File: src/hdl/xmd_pkg.sv
package xmd_pkg;

    // first bytes
    localparam logic [7:0] OP_SHORT_PFX  = 8'h3c;
    localparam logic [7:0] OP_SHORT_MID  = 8'h07;
    localparam logic [7:0] OP_SHORT_TAIL = 8'hbd;
    localparam logic [7:0] OP_ABS        = 8'h0a;
    localparam logic [7:0] OP_INDIRECT   = 8'h16;
    localparam logic [7:0] OP_BASED      = 8'h06;
    localparam logic [7:0] OP_REGIDX     = 8'h17;

    // second byte fields: [7] direction, [6:4] code, [3:0] fixed nibble
    localparam int         DIR_BIT        = 7;
    localparam logic [3:0] LOW_NIB        = 4'hd;
    localparam logic [2:0] CODE_ABS16     = 3'h4;
    localparam logic [2:0] CODE_ABS24     = 3'h5;
    localparam logic [2:0] CODE_IMM_MAX   = 3'h3;
    localparam logic [2:0] CODE_BASED_MAX = 3'h4;
    localparam logic [2:0] CODE_REGIDX_MAX = 3'h2;

    // operand byte counts
    localparam logic [1:0] LEN_SHORT = 2'h1;
    localparam logic [1:0] LEN_ABS16 = 2'h2;
    localparam logic [1:0] LEN_ABS24 = 2'h3;
    localparam logic [1:0] LEN_IMM   = 2'h3;
    localparam logic [1:0] LEN_BASED = 2'h1;

    // address byte lanes
    localparam logic [1:0] LANE_LO  = 2'h0;
    localparam logic [1:0] LANE_HI  = 2'h1;
    localparam logic [1:0] LANE_TOP = 2'h2;

    typedef enum logic [2:0] {
        FORM_NONE,
        FORM_SHORT_DIRECT,
        FORM_ABS16,
        FORM_ABS24,
        FORM_INDIRECT,
        FORM_BASED,
        FORM_IMM_INDEXED,
        FORM_REG_INDEXED
    } xmd_form_t;

    typedef enum logic [2:0] {
        ST_IDLE,
        ST_PRE1,
        ST_PRE2,
        ST_SECOND,
        ST_OPERAND
    } xmd_state_t;

    // which address lane the n-th operand byte lands in
    function automatic logic [1:0] xmd_lane(input xmd_form_t form, input logic [1:0] idx);
        logic [1:0] lane;
        lane = LANE_LO;
        if (form == FORM_ABS24) begin
            if (idx == 2'h0) lane = LANE_TOP;
            else if (idx == 2'h1) lane = LANE_LO;
            else lane = LANE_HI;
        end else begin
            lane = idx;
        end
        return lane;
    endfunction

endpackage

File: src/hdl/xmd_xor_unit.sv
`timescale 1ns/1ps
module xmd_xor_unit #(
    parameter int W = 8
) (
    input  wire logic         clk,
    input  wire logic         sys_rst,
    input  wire logic         go,
    input  wire logic [W-1:0] acc,
    input  wire logic [W-1:0] mem_data,
    input  wire logic         to_mem,
    output logic      [W-1:0] result_q,
    output logic              valid_q,
    output logic              to_mem_q
);
    logic [W-1:0] result_d;
    logic         valid_d;
    logic         to_mem_d;

    always_comb begin
        result_d = result_q;
        to_mem_d = to_mem_q;
        valid_d  = go;
        if (go) begin
            result_d = acc ^ mem_data;
            to_mem_d = to_mem;
        end
    end

    always_ff @(posedge clk or posedge sys_rst) begin
        if (sys_rst) begin
            result_q <= '0;
            valid_q  <= 1'b0;
            to_mem_q <= 1'b0;
        end else begin
            result_q <= result_d;
            valid_q  <= valid_d;
            to_mem_q <= to_mem_d;
        end
    end

    a_xor_value: assert property (@(posedge clk) disable iff (sys_rst)
        go |=> valid_q && result_q == ($past(acc) ^ $past(mem_data))
               && to_mem_q == $past(to_mem))
        else $error("xor result or destination wrong");

endmodule

File: src/hdl/xmd_decoder.sv
`timescale 1ns/1ps
module xmd_decoder #(
    parameter int AW = 24
) (
    input  wire logic              clk,
    input  wire logic              sys_rst,
    input  wire logic              byte_valid,
    input  wire logic [7:0]        byte_data,
    output logic                   byte_ready,
    output logic                   dec_valid,
    output logic                   dec_reject,
    output xmd_pkg::xmd_form_t     dec_form,
    output logic [2:0]             dec_sel,
    output logic                   dec_to_mem,
    output logic [AW-1:0]          dec_addr,
    input  wire logic              exec_go,
    input  wire logic [7:0]        exec_acc,
    input  wire logic [7:0]        exec_mem,
    input  wire logic              exec_to_mem,
    output logic [7:0]             xor_result,
    output logic                   xor_valid,
    output logic                   xor_to_mem
);
    import xmd_pkg::*;

    xmd_state_t  state_q,  state_d;
    xmd_form_t   form_q,   form_d;
    logic [7:0]  first_q,  first_d;
    logic [2:0]  sel_q,    sel_d;
    logic        to_mem_q, to_mem_d;
    logic [1:0]  need_q,   need_d;
    logic [1:0]  idx_q,    idx_d;
    logic [23:0] addr_q,   addr_d;
    logic        valid_q,  valid_d;
    logic        reject_q, reject_d;

    logic [2:0]  code;
    logic        dir;
    logic        nib_ok;
    logic [1:0]  lane;

    // never stalls: every byte is consumed the cycle it is offered
    assign byte_ready = 1'b1;
    assign code       = byte_data[6:4];
    assign dir        = byte_data[DIR_BIT];
    assign nib_ok     = byte_data[3:0] == LOW_NIB;
    assign lane       = xmd_lane(form_q, idx_q);

    always_comb begin
        state_d  = state_q;
        form_d   = form_q;
        first_d  = first_q;
        sel_d    = sel_q;
        to_mem_d = to_mem_q;
        need_d   = need_q;
        idx_d    = idx_q;
        addr_d   = addr_q;
        valid_d  = 1'b0;
        reject_d = 1'b0;
        if (byte_valid) begin
            unique case (state_q)
                ST_IDLE: begin
                    first_d = byte_data;
                    addr_d  = '0;
                    idx_d   = 2'h0;
                    if (byte_data == OP_SHORT_PFX) begin
                        state_d = ST_PRE1;
                    end else if (byte_data == OP_ABS || byte_data == OP_INDIRECT ||
                                 byte_data == OP_BASED || byte_data == OP_REGIDX) begin
                        state_d = ST_SECOND;
                    end else begin
                        reject_d = 1'b1;
                    end
                end
                ST_PRE1: begin
                    if (byte_data == OP_SHORT_MID) begin
                        state_d = ST_PRE2;
                    end else begin
                        state_d  = ST_IDLE;
                        reject_d = 1'b1;
                    end
                end
                ST_PRE2: begin
                    if (byte_data == OP_SHORT_TAIL) begin
                        form_d   = FORM_SHORT_DIRECT;
                        to_mem_d = 1'b1;
                        sel_d    = 3'h0;
                        need_d   = LEN_SHORT;
                        state_d  = ST_OPERAND;
                    end else begin
                        state_d  = ST_IDLE;
                        reject_d = 1'b1;
                    end
                end
                ST_SECOND: begin
                    state_d  = ST_IDLE;
                    sel_d    = code;
                    to_mem_d = dir;
                    reject_d = 1'b1;
                    if (nib_ok) begin
                        unique case (first_q)
                            OP_ABS: begin
                                if (code == CODE_ABS16) begin
                                    form_d   = FORM_ABS16;
                                    need_d   = LEN_ABS16;
                                    state_d  = ST_OPERAND;
                                    reject_d = 1'b0;
                                end else if (code == CODE_ABS24) begin
                                    form_d   = FORM_ABS24;
                                    need_d   = LEN_ABS24;
                                    state_d  = ST_OPERAND;
                                    reject_d = 1'b0;
                                end else if (code <= CODE_IMM_MAX) begin
                                    form_d   = FORM_IMM_INDEXED;
                                    need_d   = LEN_IMM;
                                    state_d  = ST_OPERAND;
                                    reject_d = 1'b0;
                                end
                            end
                            OP_INDIRECT: begin
                                form_d   = FORM_INDIRECT;
                                valid_d  = 1'b1;
                                reject_d = 1'b0;
                            end
                            OP_BASED: begin
                                if (code <= CODE_BASED_MAX) begin
                                    form_d   = FORM_BASED;
                                    need_d   = LEN_BASED;
                                    state_d  = ST_OPERAND;
                                    reject_d = 1'b0;
                                end
                            end
                            OP_REGIDX: begin
                                if (code <= CODE_REGIDX_MAX) begin
                                    form_d   = FORM_REG_INDEXED;
                                    valid_d  = 1'b1;
                                    reject_d = 1'b0;
                                end
                            end
                            default: begin
                                reject_d = 1'b1;
                            end
                        endcase
                    end
                end
                ST_OPERAND: begin
                    // lane order differs for the 24-bit absolute form
                    unique case (lane)
                        LANE_LO:  addr_d[7:0]   = byte_data;
                        LANE_HI:  addr_d[15:8]  = byte_data;
                        default:  addr_d[23:16] = byte_data;
                    endcase
                    idx_d  = idx_q + 2'h1;
                    need_d = need_q - 2'h1;
                    if (need_q == 2'h1) begin
                        valid_d = 1'b1;
                        state_d = ST_IDLE;
                    end
                end
                default: begin
                    state_d = ST_IDLE;
                end
            endcase
        end
    end

    always_ff @(posedge clk or posedge sys_rst) begin
        if (sys_rst) begin
            state_q  <= ST_IDLE;
            form_q   <= FORM_NONE;
            first_q  <= 8'h00;
            sel_q    <= 3'h0;
            to_mem_q <= 1'b0;
            need_q   <= 2'h0;
            idx_q    <= 2'h0;
            addr_q   <= 24'h000000;
            valid_q  <= 1'b0;
            reject_q <= 1'b0;
        end else begin
            state_q  <= state_d;
            form_q   <= form_d;
            first_q  <= first_d;
            sel_q    <= sel_d;
            to_mem_q <= to_mem_d;
            need_q   <= need_d;
            idx_q    <= idx_d;
            addr_q   <= addr_d;
            valid_q  <= valid_d;
            reject_q <= reject_d;
        end
    end

    assign dec_valid  = valid_q;
    assign dec_reject = reject_q;
    assign dec_form   = form_q;
    assign dec_sel    = sel_q;
    assign dec_to_mem = to_mem_q;
    assign dec_addr   = AW'(addr_q);

    // xor datapath; destination follows the exec_to_mem input, not the decoded direction
    xmd_xor_unit #(
        .W(8)
    ) u_xor (
        .clk      (clk),
        .sys_rst  (sys_rst),
        .go       (exec_go),
        .acc      (exec_acc),
        .mem_data (exec_mem),
        .to_mem   (exec_to_mem),
        .result_q (xor_result),
        .valid_q  (xor_valid),
        .to_mem_q (xor_to_mem)
    );

    a_short_tail: assert property (@(posedge clk) disable iff (sys_rst)
        state_q == ST_PRE2 && byte_valid && byte_data == OP_SHORT_TAIL
        |=> state_q == ST_OPERAND && form_q == FORM_SHORT_DIRECT && to_mem_q
            && need_q == LEN_SHORT)
        else $error("short direct prefix not decoded");

    a_abs16_high: assert property (@(posedge clk) disable iff (sys_rst)
        state_q == ST_OPERAND && form_q == FORM_ABS16 && idx_q == 2'h1 && byte_valid
        |=> dec_valid && dec_addr[15:8] == $past(byte_data))
        else $error("16-bit address high byte misplaced");

    a_abs24_top: assert property (@(posedge clk) disable iff (sys_rst)
        state_q == ST_OPERAND && form_q == FORM_ABS24 && idx_q == 2'h0 && byte_valid
        |=> addr_q[23:16] == $past(byte_data) && !dec_valid)
        else $error("24-bit address top byte misplaced");

    a_abs24_mid: assert property (@(posedge clk) disable iff (sys_rst)
        state_q == ST_OPERAND && form_q == FORM_ABS24 && idx_q == 2'h2 && byte_valid
        |=> dec_valid && dec_addr[15:8] == $past(byte_data))
        else $error("24-bit address middle byte misplaced");

    a_abs_dest: assert property (@(posedge clk) disable iff (sys_rst)
        state_q == ST_SECOND && first_q == OP_ABS && byte_valid && nib_ok
        && (code == CODE_ABS16 || code == CODE_ABS24)
        |=> dec_to_mem == $past(byte_data[DIR_BIT]) && state_q == ST_OPERAND)
        else $error("absolute form direction wrong");

    a_indirect_sel: assert property (@(posedge clk) disable iff (sys_rst)
        state_q == ST_SECOND && first_q == OP_INDIRECT && byte_valid && nib_ok
        |=> dec_valid && dec_form == FORM_INDIRECT && dec_sel == $past(byte_data[6:4])
            && dec_to_mem == $past(byte_data[DIR_BIT]))
        else $error("indirect select wrong");

    a_based_range: assert property (@(posedge clk) disable iff (sys_rst)
        state_q == ST_SECOND && first_q == OP_BASED && byte_valid && nib_ok
        |=> (($past(code) <= CODE_BASED_MAX) ? (state_q == ST_OPERAND && !dec_reject)
                                              : (dec_reject && state_q == ST_IDLE)))
        else $error("based form range wrong");

    a_imm_top: assert property (@(posedge clk) disable iff (sys_rst)
        state_q == ST_OPERAND && form_q == FORM_IMM_INDEXED && idx_q == 2'h2 && byte_valid
        |=> dec_valid && dec_addr[23:16] == $past(byte_data))
        else $error("immediate base top byte misplaced");

    a_regidx_range: assert property (@(posedge clk) disable iff (sys_rst)
        state_q == ST_SECOND && first_q == OP_REGIDX && byte_valid && nib_ok
        |=> (dec_valid == ($past(code) <= CODE_REGIDX_MAX))
            && (dec_reject == ($past(code) > CODE_REGIDX_MAX)))
        else $error("register indexed range wrong");

    // a bad first byte may follow at once, so a reject right after a decode is legal
    a_valid_pulse: assert property (@(posedge clk) disable iff (sys_rst)
        dec_valid |-> !dec_reject ##1 !dec_valid)
        else $error("decode pulse longer than one cycle");

endmodule

File: config.mk
export PLATFORM = sky130hd
export DESIGN_NAME = xmd_decoder
export DESIGN_NICKNAME = d
export VERILOG_FILES = /design/src/hdl/xmd_pkg.sv /design/src/hdl/xmd_xor_unit.sv /design/src/hdl/xmd_decoder.sv
export SDC_FILE = /design/constraint.sdc
export NUM_CORES = 1
export LEC_CHECK = 0
export ABC_AREA = 1
export BUFFER_PORTS_ARGS = -buffer_cell sky130_fd_sc_hd__buf_2
export CAP_MARGIN = 10
export CORE_AREA = 4 4 78 80
export CTS_CLUSTER_SIZE = 25
export DETAILED_ROUTE_END_ITERATION = 7
export DIE_AREA = 0 0 82 84
export MAX_ROUTING_LAYER = met4
export PLACE_DENSITY = 0.82
export SLEW_MARGIN = 20
export SYNTH_ARGS = -nofsm -noshare
export SYNTH_HDL_FRONTEND = slang
export SYNTH_SLANG_ARGS = --single-unit
File: constraint.sdc
create_clock -name clk -period 3.1 [get_ports clk]
set_input_delay 0.31 -clock clk [delete_from_list [all_inputs] [get_ports clk]]
set_output_delay 0.31 -clock clk [all_outputs]
set_load 0.05 [all_outputs]
==> After elaboration in Yosys (flattened, before gate mapping) <==
Index checks and enable logic that the tools add are counted.
{ "totals": {"ramBits": 0, "romBits": 0, "mem_count": 0, "latch_bits": 0, "out_inout_bits": 44, "word_cells": 134, "reg_bits": 58} }
{ "classes": {"n_shift": 0, "reduce_logical": 19, "magnitude_cmp": 3, "div": 0, "n_mux": 60, "bitwise": 1, "n_addsub": 2, "eq_ne": 34, "n_mul": 0} }
{ "op_table": {"columns": ["operator", "n"], "rows": [
  ["2-to-1 mux 3 bit", 17],
  ["one-hot mux 24 bit (2 select lines)", 1],
  ["== test 8 x 5 -> 1 bit, second input constant", 4],
  ["== test 8 x 3 -> 1 bit, second input constant", 3],
  ["2-to-1 mux 8 bit", 3],
  ["2-to-1 mux 2 bit", 9],
  ["one-hot mux 3 bit (2 select lines)", 3],
  ["2-to-1 mux 1 bit", 17],
  ["== test 8 x 4 -> 1 bit, second input constant", 2],
  ["one-hot mux 3 bit (5 select lines)", 1],
  ["AND reduction 3 bit", 5],
  ["one-hot mux 3 bit (4 select lines)", 1],
  ["== test 3 x 2 -> 1 bit, second input constant", 3],
  ["== test 3 bit, second input constant", 3],
  ["inequality test 3 bit, second input constant", 3],
  ["== test 8 x 6 -> 1 bit, second input constant", 1],
  ["== test 8 bit, second input constant", 1],
  ["inequality test 2 bit, second input constant", 4],
  ["one-hot mux 1 bit (4 select lines)", 2],
  ["one-hot mux 2 bit (2 select lines)", 2],
  ["AND reduction 8 bit", 1],
  ["XOR 8 bit", 1],
  ["AND reduction 7 bit", 1],
  ["== test 2 x 1 -> 1 bit, second input constant", 3],
  ["other kinds (19)", 28]
]} }

==> Depth between registers and ports, before layout <==
Gate-level depths: netlist of the first run.
{ "logic_depth": {"depth_word": 8, "mapped_depth": 10} }

==> Modules after synthesis <==
A second synthesis of the first run with hierarchy kept.
{ "hier_totals": {"hier_cells": 427, "area_unflattened_um2": 3085.5} }
{ "by_module_without_submodules": {"columns": ["mod", "cells_per_inst", "n_inst", "area_per_inst_um2", "seq_area_each_um2"], "rows": [
  ["xmd_decoder", 355, 1, 2585.0, 1201.2],
  ["xmd_xor_unit", 72, 1, 500.5, 250.2]
]} }

==> Worst setup path after synthesis of the first run <==
No wires, ideal clock.
{ "synth_path": {"path_kind": "register to register", "start": "reg form_q[2] (netlist: dec_form[2])", "end": "reg addr_q[1] (netlist: dec_addr[1])", "slack_ns": 1.423, "synth_period_minus_slack_ns": 1.677, "n_path_buf": 1, "stages_incl_launch_ff": 8, "arrival_ns": 1.550, "setup_ns": 0.126, "required_ns": 2.974, "cell_sequence": "dfrtp_1 > nand3b_4 > nand2_1 > o21ai_2 > nand2_1 > o21ai_4 > buf_6 > o21ai_0"} }
{ "synth_via": {"elab_chain_len": 5} }
{ "synth_lines": {"columns": ["element", "line", "rtl"], "rows": [
  ["from (decl)", "xmd_decoder.sv:27", "xmd_form_t form_q, form_d;"],
  ["from (signal assigned)", "xmd_decoder.sv:181", "form_q <= form_d;"],
  ["== test 3 x 2 -> 1 bit", "xmd_pkg.sv:56", "if (form == FORM_ABS24) begin"],
  ["2-to-1 mux 2 bit", "xmd_pkg.sv:56", null],
  ["logical NOT 2 bit", "xmd_decoder.sv:148", "unique case (lane)"],
  ["inequality test 2 x 1 -> 1 bit (no source line)", null, null],
  ["AND reduction 3 bit (no source line)", null, null],
  ["to (signal assigned)", "xmd_decoder.sv:187", "addr_q <= addr_d;"],
  ["to (decl)", "xmd_decoder.sv:33", "logic [23:0] addr_q, addr_d;"]
]} }
Every way passes these cells.
A chain may end at the register's enable or synchronous reset.

==> Final worst setup path of the first run <==
{ "layout_path": {"start": "reg state_q[0]", "end": "reg addr_q[21] (netlist: dec_addr[21])"} }
{ "layout_via": {"elab_chain_len": 3} }
{ "layout_lines": {"columns": ["element", "line", "rtl"], "rows": [
  ["from (decl)", "xmd_decoder.sv:26", "xmd_state_t state_q, state_d;"],
  ["from (signal assigned)", "xmd_decoder.sv:180", "state_q <= state_d;"],
  ["== test 3 bit / logical NOT 3 bit (equally long branches)", "xmd_decoder.sv:61", "unique case (state_q)"],
  ["inequality test 2 bit (no source line) / nonzero test 2 bit (equally long branches)", null, null],
  ["AND reduction 3 bit (no source line)", null, null]
]} }
Parallel ways exist; a longest one is shown, timed or not.

==> results of run 1 <==
metal layers:
| metal | up-vias | part of all wire, % |
|---|---|---|
| met5 | - | 0 |
| met4 | 0 | 1.2 |
| met3 | 10 | 6.5 |
| met2 | 101 | 49 |
| met1 | 1288 | 44 |
| li1 | 1375 | - |
cell usage after synthesis (all sizes together):
cell type and count:
a21oi 7, buf 5, clkbuf 3, conb 1, dfrtp 58, ha 2, inv 42, nand2 134
nand3 35, nand3b 2, nand4 4, nor2 41, nor3 2, o211ai 1, o21ai 39, o22ai 1
xnor2 8
where the power goes:
part	leakage, nW	switching, W	total (W)	internal (W)
logic	1.11	0.000683	0.000933	0.000250
clock network	0.123	0.000310	0.000844	0.000533
registers	0.762	0.0000899	0.000982	0.000892
total	1.99	0.00108	0.00276	0.00168
logic make-up after synthesis:
kind of cell | count (synthesis)
AND/OR/NAND/NOR | 218
flip-flops | 58
buffers and inverters | 50
AO/OA/AOI/OAI | 48
XOR/XNOR | 8
adder cells (fa/ha/maj) | 2
other | 1
final timing paths:
path / startpoint / end / slack [ns] / cells past startpoint
worst min-delay path: exec_go / u_xor.valid_q / 0.11 / 1
worst min register to register: u_xor.to_mem_q / u_xor.to_mem_q / 0.48 / 2
min in group asynchronous: sys_rst / dec_addr[18] / 0.50 / 3
worst max register to register: state_q[0] / dec_addr[21] / 1.31 / 7
max in group asynchronous: sys_rst / dec_form[2] / 1.76 / 4
worst max-delay path: state_q[0] / dec_addr[21] / 1.31 / 7
registers in the layout, summed over array words and instances (netlist names):
name,count
dec_addr,24
first_q,8
u_xor.result_q,8
dec_form,3
dec_sel,3
state_q,3
idx_q,2
need_q,2
dec_reject,1
dec_to_mem,1
dec_valid,1
u_xor.to_mem_q,1
u_xor.valid_q,1
critical path, stage by stage (launching register included):
cell,delay (ns)
sky130_fd_sc_hd__dfrtp_1,0.41
sky130_fd_sc_hd__inv_2,0.09
sky130_fd_sc_hd__nand2_1,0.12
sky130_fd_sc_hd__nor2_2,0.17
sky130_fd_sc_hd__nand2_2,0.39
sky130_fd_sc_hd__nand2_1,0.39
sky130_fd_sc_hd__nand2_1,0.09
sky130_fd_sc_hd__nand2_1,0.07
final cells by class:
class / instances / area share, %
repair buffers: 73 / 10.29
clock buffers: 9 / 3.420
multi-input cells: 277 / 36.13
clock inverters: 7 / 3.247
inverters: 42 / 4.352
well taps: 72 / 2.487
flip-flops and latches: 58 / 40.07
per-stage QoR:
stage | hold slack (ns) | util [%] | setup WS [ns]
after floorplan | 0.3414 | - | 1.362
after global placement | 0.3046 | 62.36 | 1.413
after detailed placement | 0.3159 | 62.36 | 1.348
after CTS | 0.09982 | 67.01 | 1.321
after global routing | 0.1114 | 67.01 | 1.134
final | 0.1103 | 67.01 | 1.312
==> parameters.txt, run 1 <==
Parameter                              Value

Finish
  Finished Cell Area ... around 3600 µm²
  Antenna Diode Count ... 0
  Nets@finish ... between 400 and 500
  Post-route non-filler standard cell count ... around 540
  FILL cells ... between 400 and 500
  Seq. cell area ... approximately 1500 µm²
  Area growth from synthesis to final layout ... 22.25%
  Leading cell types in the layout, fill and taps excluded ... sky130_fd_sc_hd__nand2_1 (132), sky130_fd_sc_hd__buf_2 (71), sky130_fd_sc_hd__dfrtp_1 (58)
  Most frequent standard cell in the layout excluding fill and tap cells ... sky130_fd_sc_hd__nand2_1
  Multi-input gate area ... around 1300 µm²
  Share of final-layout standard cells stronger than drive strength 1 ... roughly a quarter

Pwr
  Post-route total power ... between 0.002 and 0.003 W
  Power density relative to cell area ... approximately 760 nW/µm²
  Maximum resistive drop on vdd ... around 0.55 mV
  Leakage ... 1.994 nW

Logic synthesis
  Cell type with the largest total area after synthesis ... sky130_fd_sc_hd__dfrtp_1
  Mapped cell area ... just under 3000 µm²
  Fraction of the mapped netlist area in adder cells ... less than 1%
  Post-synthesis share of cell area spent on and, or, nand and nor gates ... around a third
  Combinational family with the most area after synthesis ... simple AND/OR/NAND/NOR gates
  Area share of the largest cell type after synthesis ... between 40% and 50%
  Syn_area_per_cell ... a little under 8 µm²
  Total of flip-flops plus latches after synthesis ... 58
  Sequential element share of the synthesized area ... between 40 and 50%
  Dominant cells by area after synthesis ... sky130_fd_sc_hd__dfrtp_1 (49%), sky130_fd_sc_hd__nand2_1 (17%), sky130_fd_sc_hd__nand3_1 (5.7%), sky130_fd_sc_hd__o21ai_0 (5.1%), sky130_fd_sc_hd__inv_1 (4.7%)
  XOR/XNOR share of the synthesized area ... under 10%
  Share of cell area taken by muxes after synthesis ... 0%
  Synth unique cells ... 28
  Instance count of the mapped netlist ... roughly 390
  Fraction of the mapped netlist area in compound gates ... under 10%
  Count of yosys warnings during synthesis ... 0
  Synthesized Nets ... ~420

Floorplanning
  FP Rows ... 27
  Count of boundary I/O pins ... 73
  Initial core utilization ... between 50% and 60%
  Die width ... 82 µm
  Vertical die dimension ... approximately 84 µm
  Full die area ... 6888 µm²
  Total core area ... approximately 5400 µm²

Clocking
  Number of buffers created by CTS ... 9
  Clock Sink Count ... 58
  H-tree levels ... 3
  Post CTS Setup Buffer Count ... 0
  Quantity of hold-fixing buffers added after cts ... 1
  CTS tree ... yes
  Clock transition at the registers of the reported paths ... 0.07 ns
  Maximum buffer depth of the clock tree ... 2
  Clock network latency to the later pin of the worst-skew pair ... between 0.3 and 0.4 ns
  Clock root buffer master ... sky130_fd_sc_hd__clkbuf_8
  Count of cells resized by post-cts repair ... 0

Setup path
  Endpoint kind of the worst setup timing path ... flip-flop
  CP startpoint kind ... flip-flop
  Setup Crit Path Kind ... reg -> reg
  Highest fanout seen on the critical path ... 35
  Worst endpoint required time ... between 3 and 4 ns
  Arrival time at the worst endpoint ... approximately 2.1 ns

Timing
  Number of pins exceeding their max-slew limit in the final report ... 0
  Final Setup Violations ... 0
  Setup repair after global routing missed its margin ... no
  Setup total negative slack ... 0 ns
  Headroom to the max-slew limit ... 58.81%
  Final-report hold violation count ... 0
  Measured slew at the worst slew-check pin ... 0.6156 ns
  Maximum clock frequency ... around 0.56 GHz
  Setup Skew ... ~0.010 ns
  Minimum clock period ... 1.788 ns
  Period Utilization, post-route ... ~58%

Global route
  Most used routing layer ... met2
  Wire length of the first global-routing pass ... about 12 mm
  Met2 Usage GRT ... around 35%
  Number of antenna violations at the first check in global routing ... 0
  Met1 global-route usage ... a little under a third
  Routing usage on met3 ... ~4.4%
  Total global routing overflow ... 0
  Pin count of the biggest net entering global routing ... between 40 and 50
  Tot GR Track Use ... about 23%
  Vias in the first global route ... 2583

Status
  Result of the run ... finished, final reports clean

Placement
  Count of buffers inserted at the top-level ports ... just over 70
  Post-DP HPWL ... roughly 5.3 mm
  Instance area at placement ... 3371 µm²
  Cell count after placement ... 521
  RePlAce Congestion ... between 0.8 and 0.9

Drt
  Detail-routed via count per cell ... 5.156
  DRT iter0 DRCs ... between 150 and 200
  Final ANT Viol Nets ... 0
  Drt wl/cell ... around 13 µm
  Drc violations ... 0
  Length of the first detailed-routing pass in iterations ... 6
  WL final ... 7.010 mm
  Number of vias in the routed layout ... ~2800

Run
  Total of max-cap violations ... 0

Hold path
  Hold Path Class ... in -> reg
Power figures use the tool's default switching activity.
==> run 2: changes to the inputs <==
--- a/config.mk
+++ b/config.mk
@@ -5,15 +5,15 @@
 export SDC_FILE = /design/constraint.sdc
 export NUM_CORES = 1
 export LEC_CHECK = 0
-export ABC_AREA = 1
+export ABC_AREA = 0
 export BUFFER_PORTS_ARGS = -buffer_cell sky130_fd_sc_hd__buf_2
 export CAP_MARGIN = 10
-export CORE_AREA = 4 4 78 80
+export CORE_AREA = 4 4 80 82
 export CTS_CLUSTER_SIZE = 25
 export DETAILED_ROUTE_END_ITERATION = 7
-export DIE_AREA = 0 0 82 84
+export DIE_AREA = 0 0 84 86
 export MAX_ROUTING_LAYER = met4
-export PLACE_DENSITY = 0.82
+export PLACE_DENSITY = 0.77
 export SLEW_MARGIN = 20
 export SYNTH_ARGS = -nofsm -noshare
 export SYNTH_HDL_FRONTEND = slang
==> constraint.sdc (replaced) <==
create_clock -name clk -period 1.65 [get_ports clk]
set_input_delay 0.165 -clock clk [delete_from_list [all_inputs] [get_ports clk]]
set_output_delay 0.165 -clock clk [all_outputs]
set_load 0.05 [all_outputs]
==> run 2 against run 1 <==
The flow now finishes with violations (setup timing). Highest routed layer unchanged. Die area is 4.9% higher. Register-to-register slack worse by 1.6 ns. Critical path type unchanged. Largest cell class is now multi-input gates. Flip-flop and latch count stayed put.
==> parameters.txt, run 2 <==
Parameter                              Value

Placement
  Count of buffers inserted at the top-level ports ... 71 (unchanged)
  Cell count after placement ... 466 (was 521)
  Pre-CTS setup slack ... -0.2485 ns (was 1.348 ns)
  Post-DP HPWL ... 5.746 mm (was 5.294 mm)
  RePlAce Congestion ... 0.8580 (was 0.8928)

Finish
  Area growth from synthesis to final layout ... 47.20% (was 22.25%)
  Post-route non-filler standard cell count ... 488 (was 538)
  Nets@finish ... 439 (was 492)
  Most frequent standard cell in the layout excluding fill and tap cells ... sky130_fd_sc_hd__buf_2 (was sky130_fd_sc_hd__nand2_1)
  Antenna Diode Count ... 0 (unchanged)
  Share of final-layout standard cells stronger than drive strength 1 ... 51.57% (was 23.82%)
  FILL cells ... 396 (was 434)
  Leading cell types in the layout, fill and taps excluded ... sky130_fd_sc_hd__buf_2 (71), sky130_fd_sc_hd__buf_4 (57), sky130_fd_sc_hd__dfrtp_1 (53) (was sky130_fd_sc_hd__nand2_1 (132), sky130_fd_sc_hd__buf_2 (71), sky130_fd_sc_hd__dfrtp_1 (58))
  Layout Utilization ... 74.98% (was 67.01%)
  Max reg flops ... 24 (unchanged)

Status
  Violations in the final reports ... setup timing
  Result of the run ... finished with violations (was finished, final reports clean)

Pwr
  Post-route total power ... 0.005958 W (was 0.002759 W)
  Leakage ... 2.172 nW (was 1.994 nW)
  Maximum resistive drop on vdd ... 0.8426 mV (was 0.5497 mV)
  Power density relative to cell area ... 1383 nW/µm² (was 761.7 nW/µm²)

Drt
  WL final ... 7.867 mm (was 7.010 mm)
  Number of vias in the routed layout ... 2591 (was 2774)
  Drt wl/cell ... 16.12 µm (was 13.03 µm)
  DRT iter0 DRCs ... 164 (was 180)
  Detail-routed via count per cell ... 5.309 (was 5.156)
  Length of the first detailed-routing pass in iterations ... 4 (was 6)
  Drc violations ... 0 (unchanged)
  Final ANT Viol Nets ... 0 (unchanged)

Floorplanning
  Vertical die dimension ... 86 µm (was 84 µm)
  Die width ... 84 µm (was 82 µm)
  Full die area ... 7224 µm² (was 6888 µm²)
  Count of boundary I/O pins ... 73 (unchanged)
  Total core area ... 5746 µm² (was 5405 µm²)
  FP Rows ... 28 (was 27)
  Initial core utilization ... 50.94% (was 54.81%)

Clocking
  Number of buffers created by CTS ... 9 (unchanged)
  Clock root buffer master ... sky130_fd_sc_hd__clkbuf_8 (unchanged)
  H-tree levels ... 3 (unchanged)
  Clock Sink Count ... 58 (unchanged)
  Clock network latency to the later pin of the worst-skew pair ... 0.35 ns (was 0.34 ns)
  CTS tree ... yes (unchanged)
  Clock transition at the registers of the reported paths ... 0.07 ns (about the same)
  Maximum buffer depth of the clock tree ... 2 (unchanged)

Logic synthesis
  Instance count of the mapped netlist ... 271 (was 385)
  Commonest cells in the synthesized netlist ... sky130_fd_sc_hd__dfrtp_1 (58), sky130_fd_sc_hd__nand2_1 (31), sky130_fd_sc_hd__mux2_2 (30), sky130_fd_sc_hd__nor2_1 (17), sky130_fd_sc_hd__a21oi_1 (14) (was sky130_fd_sc_hd__nand2_1 (132), sky130_fd_sc_hd__dfrtp_1 (58), sky130_fd_sc_hd__inv_1 (37), sky130_fd_sc_hd__nand3_1 (34), sky130_fd_sc_hd__nor2_1 (32))
  Total of flip-flops plus latches after synthesis ... 58 (unchanged)
  Dominant cells by area after synthesis ... sky130_fd_sc_hd__dfrtp_1 (50%), sky130_fd_sc_hd__mux2_2 (12%), sky130_fd_sc_hd__nand2_1 (4.0%), sky130_fd_sc_hd__a21oi_1 (2.4%), sky130_fd_sc_hd__xnor2_1 (2.4%) (was sky130_fd_sc_hd__dfrtp_1 (49%), sky130_fd_sc_hd__nand2_1 (17%), sky130_fd_sc_hd__nand3_1 (5.7%), sky130_fd_sc_hd__o21ai_0 (5.1%), sky130_fd_sc_hd__inv_1 (4.7%))
  Synth unique cells ... 55 (was 28)
  Synthesized Nets ... 302 (was 416)
  Area share of the largest cell type after synthesis ... 49.59% (was 48.99%)
  Dominant synthesized flop cell ... sky130_fd_sc_hd__dfrtp_1 (unchanged)
  Syn_area_per_cell ... 10.80 µm² (was 7.696 µm²)
  Number of enable-type register cells in the synthesized netlist ... 0 (unchanged)
  Sequential element share of the synthesized area ... 49.59% (was 48.99%)
  Mapped cell area ... 2927 µm² (was 2963 µm²)
  Share of synthesized flip-flops with an asynchronous set or reset ... 100.0% (unchanged)
  Most frequently used cell type in the post-synthesis netlist ... sky130_fd_sc_hd__dfrtp_1 (was sky130_fd_sc_hd__nand2_1)
  Count of yosys warnings during synthesis ... 0 (unchanged)
  Cell type with the largest total area after synthesis ... sky130_fd_sc_hd__dfrtp_1 (unchanged)

Timing
  Final worst setup slack ... -0.2647 ns (was 1.312 ns)
  Period Utilization, post-route ... 116.0% (was 57.67%)
  Minimum clock period ... 1.915 ns (was 1.788 ns)
  Hold Slack ... 0.04799 ns (was 0.1103 ns)
  Final-report hold violation count ... 0 (unchanged)
  Setup repair after global routing missed its margin ... yes (was no)
  Number of pins exceeding their max-slew limit in the final report ... 0 (unchanged)
  Final Setup Violations ... 31 (was 0)
  Setup Skew ... 0.009063 ns (was 0.01043 ns)
  Maximum clock frequency ... 0.5223 GHz (was 0.5593 GHz)

Setup path
  Setup Crit Path Kind ... reg -> reg (unchanged)
  Worst endpoint required time ... 1.87 ns (was 3.37 ns)
  Arrival time at the worst endpoint ... 2.14 ns (was 2.06 ns)
  Highest fanout seen on the critical path ... 5 (was 35)
  Slack of the worst reg-to-reg path ... -0.26 ns (was 1.31 ns)
  Endpoint kind of the worst setup timing path ... flip-flop (unchanged)
  CP startpoint kind ... flip-flop (unchanged)

Global route
  Total global routing overflow ... 0 (unchanged)
  Pin count of the biggest net entering global routing ... 59 (was 41)
  Tot GR Track Use ... 22.69% (was 22.79%)
  Number of antenna violations at the first check in global routing ... 0 (unchanged)
  Vias in the first global route ... 2587 (was 2583)
  Wire length of the first global-routing pass ... 12.45 mm (was 11.97 mm)

Run
  Total of max-cap violations ... 0 (unchanged)

Hold path
  Hold Path Class ... in -> reg (unchanged)
[run 2: worst max-delay path, cell delays in order, from the launching register on]
cell and delay (ns):
sky130_fd_sc_hd__dfrtp_1 0.39, sky130_fd_sc_hd__or4_4 0.60, sky130_fd_sc_hd__o311ai_2 0.26, sky130_fd_sc_hd__nor3_2 0.08, sky130_fd_sc_hd__o21ai_2 0.11, sky130_fd_sc_hd__mux2_2 0.36
[run 2: where the power goes]
| group | switching, W | internal, W | total (W) |
|---|---|---|---|
| Clock | 0.000575 | 0.000886 | 0.00146 |
| Combinational | 0.00144 | 0.00119 | 0.00263 |
| Sequential | 0.000202 | 0.00167 | 0.00187 |
| Total | 0.00222 | 0.00374 | 0.00596 |
[run 2: area by class of cell]
cell class | count | area (µm²) | share of cell area, %
inverters | 9 | 33.78 | 0.7842
clock inverters | 5 | 77.57 | 1.801
well taps | 75 | 93.84 | 2.178
flip-flops and latches | 58 | 1458 | 33.84
multi-input cells | 191 | 1554 | 36.07
repair buffers | 139 | 949.7 | 22.04
clock buffers | 11 | 141.4 | 3.282
[run 2: logic make-up (layout without fill, tap and decap cells)]
logic type / count (synthesis) / in the layout / synth area share [%]
AO/OA/AOI/OAI: 45 / 45 / 11.16
XOR/XNOR: 9 / 9 / 2.694
adder cells (fa/ha/maj): 2 / 2 / 0.8549
buffers and inverters: 22 / 164 / 3.378
flip-flops: 58 / 58 / 49.59
multiplexers: 34 / 34 / 13.08
other: 1 / 1 / 0.1281
AND/OR/NAND/NOR: 100 / 100 / 19.11
[run 2: final timing paths]
| check | from | end | cells after the start |
|---|---|---|---|
| min | exec_to_mem | u_xor.to_mem_q | 2 |
| max in group asynchronous | sys_rst | dec_form[2] | 4 |
| min in group asynchronous | sys_rst | dec_addr[2] | 4 |
| min reg2reg | dec_sel[1] | dec_sel[1] | 1 |
| max reg2reg | first_q[6] | dec_form[1] | 5 |
| max | first_q[6] | dec_form[1] | 5 |
[run 2: per-layer routing]
layer	global-route usage, %	wire length [µm]
met4	8.187	114
met1	27.53	3376
met2	37.45	3967
met5	-	0
met3	5.091	408
[run 2: metrics by stage]
stage	TNS, ns	instance area [µm²]
after detailed placement	-3.241	3921
final	-3.766	4308
after global routing	-4.840	4308
after CTS	-3.139	4224
after global placement	-1.959	3921
after floorplan	-3.270	3015
[run 2: what timing repair did]
action	CTS	global route
hold buffers	1	0
gates resized for setup	17	13
buffers inserted	1	4
endpoints found under the hold margin	58	0
pin swaps	3	3
setup endpoints to repair	32	33
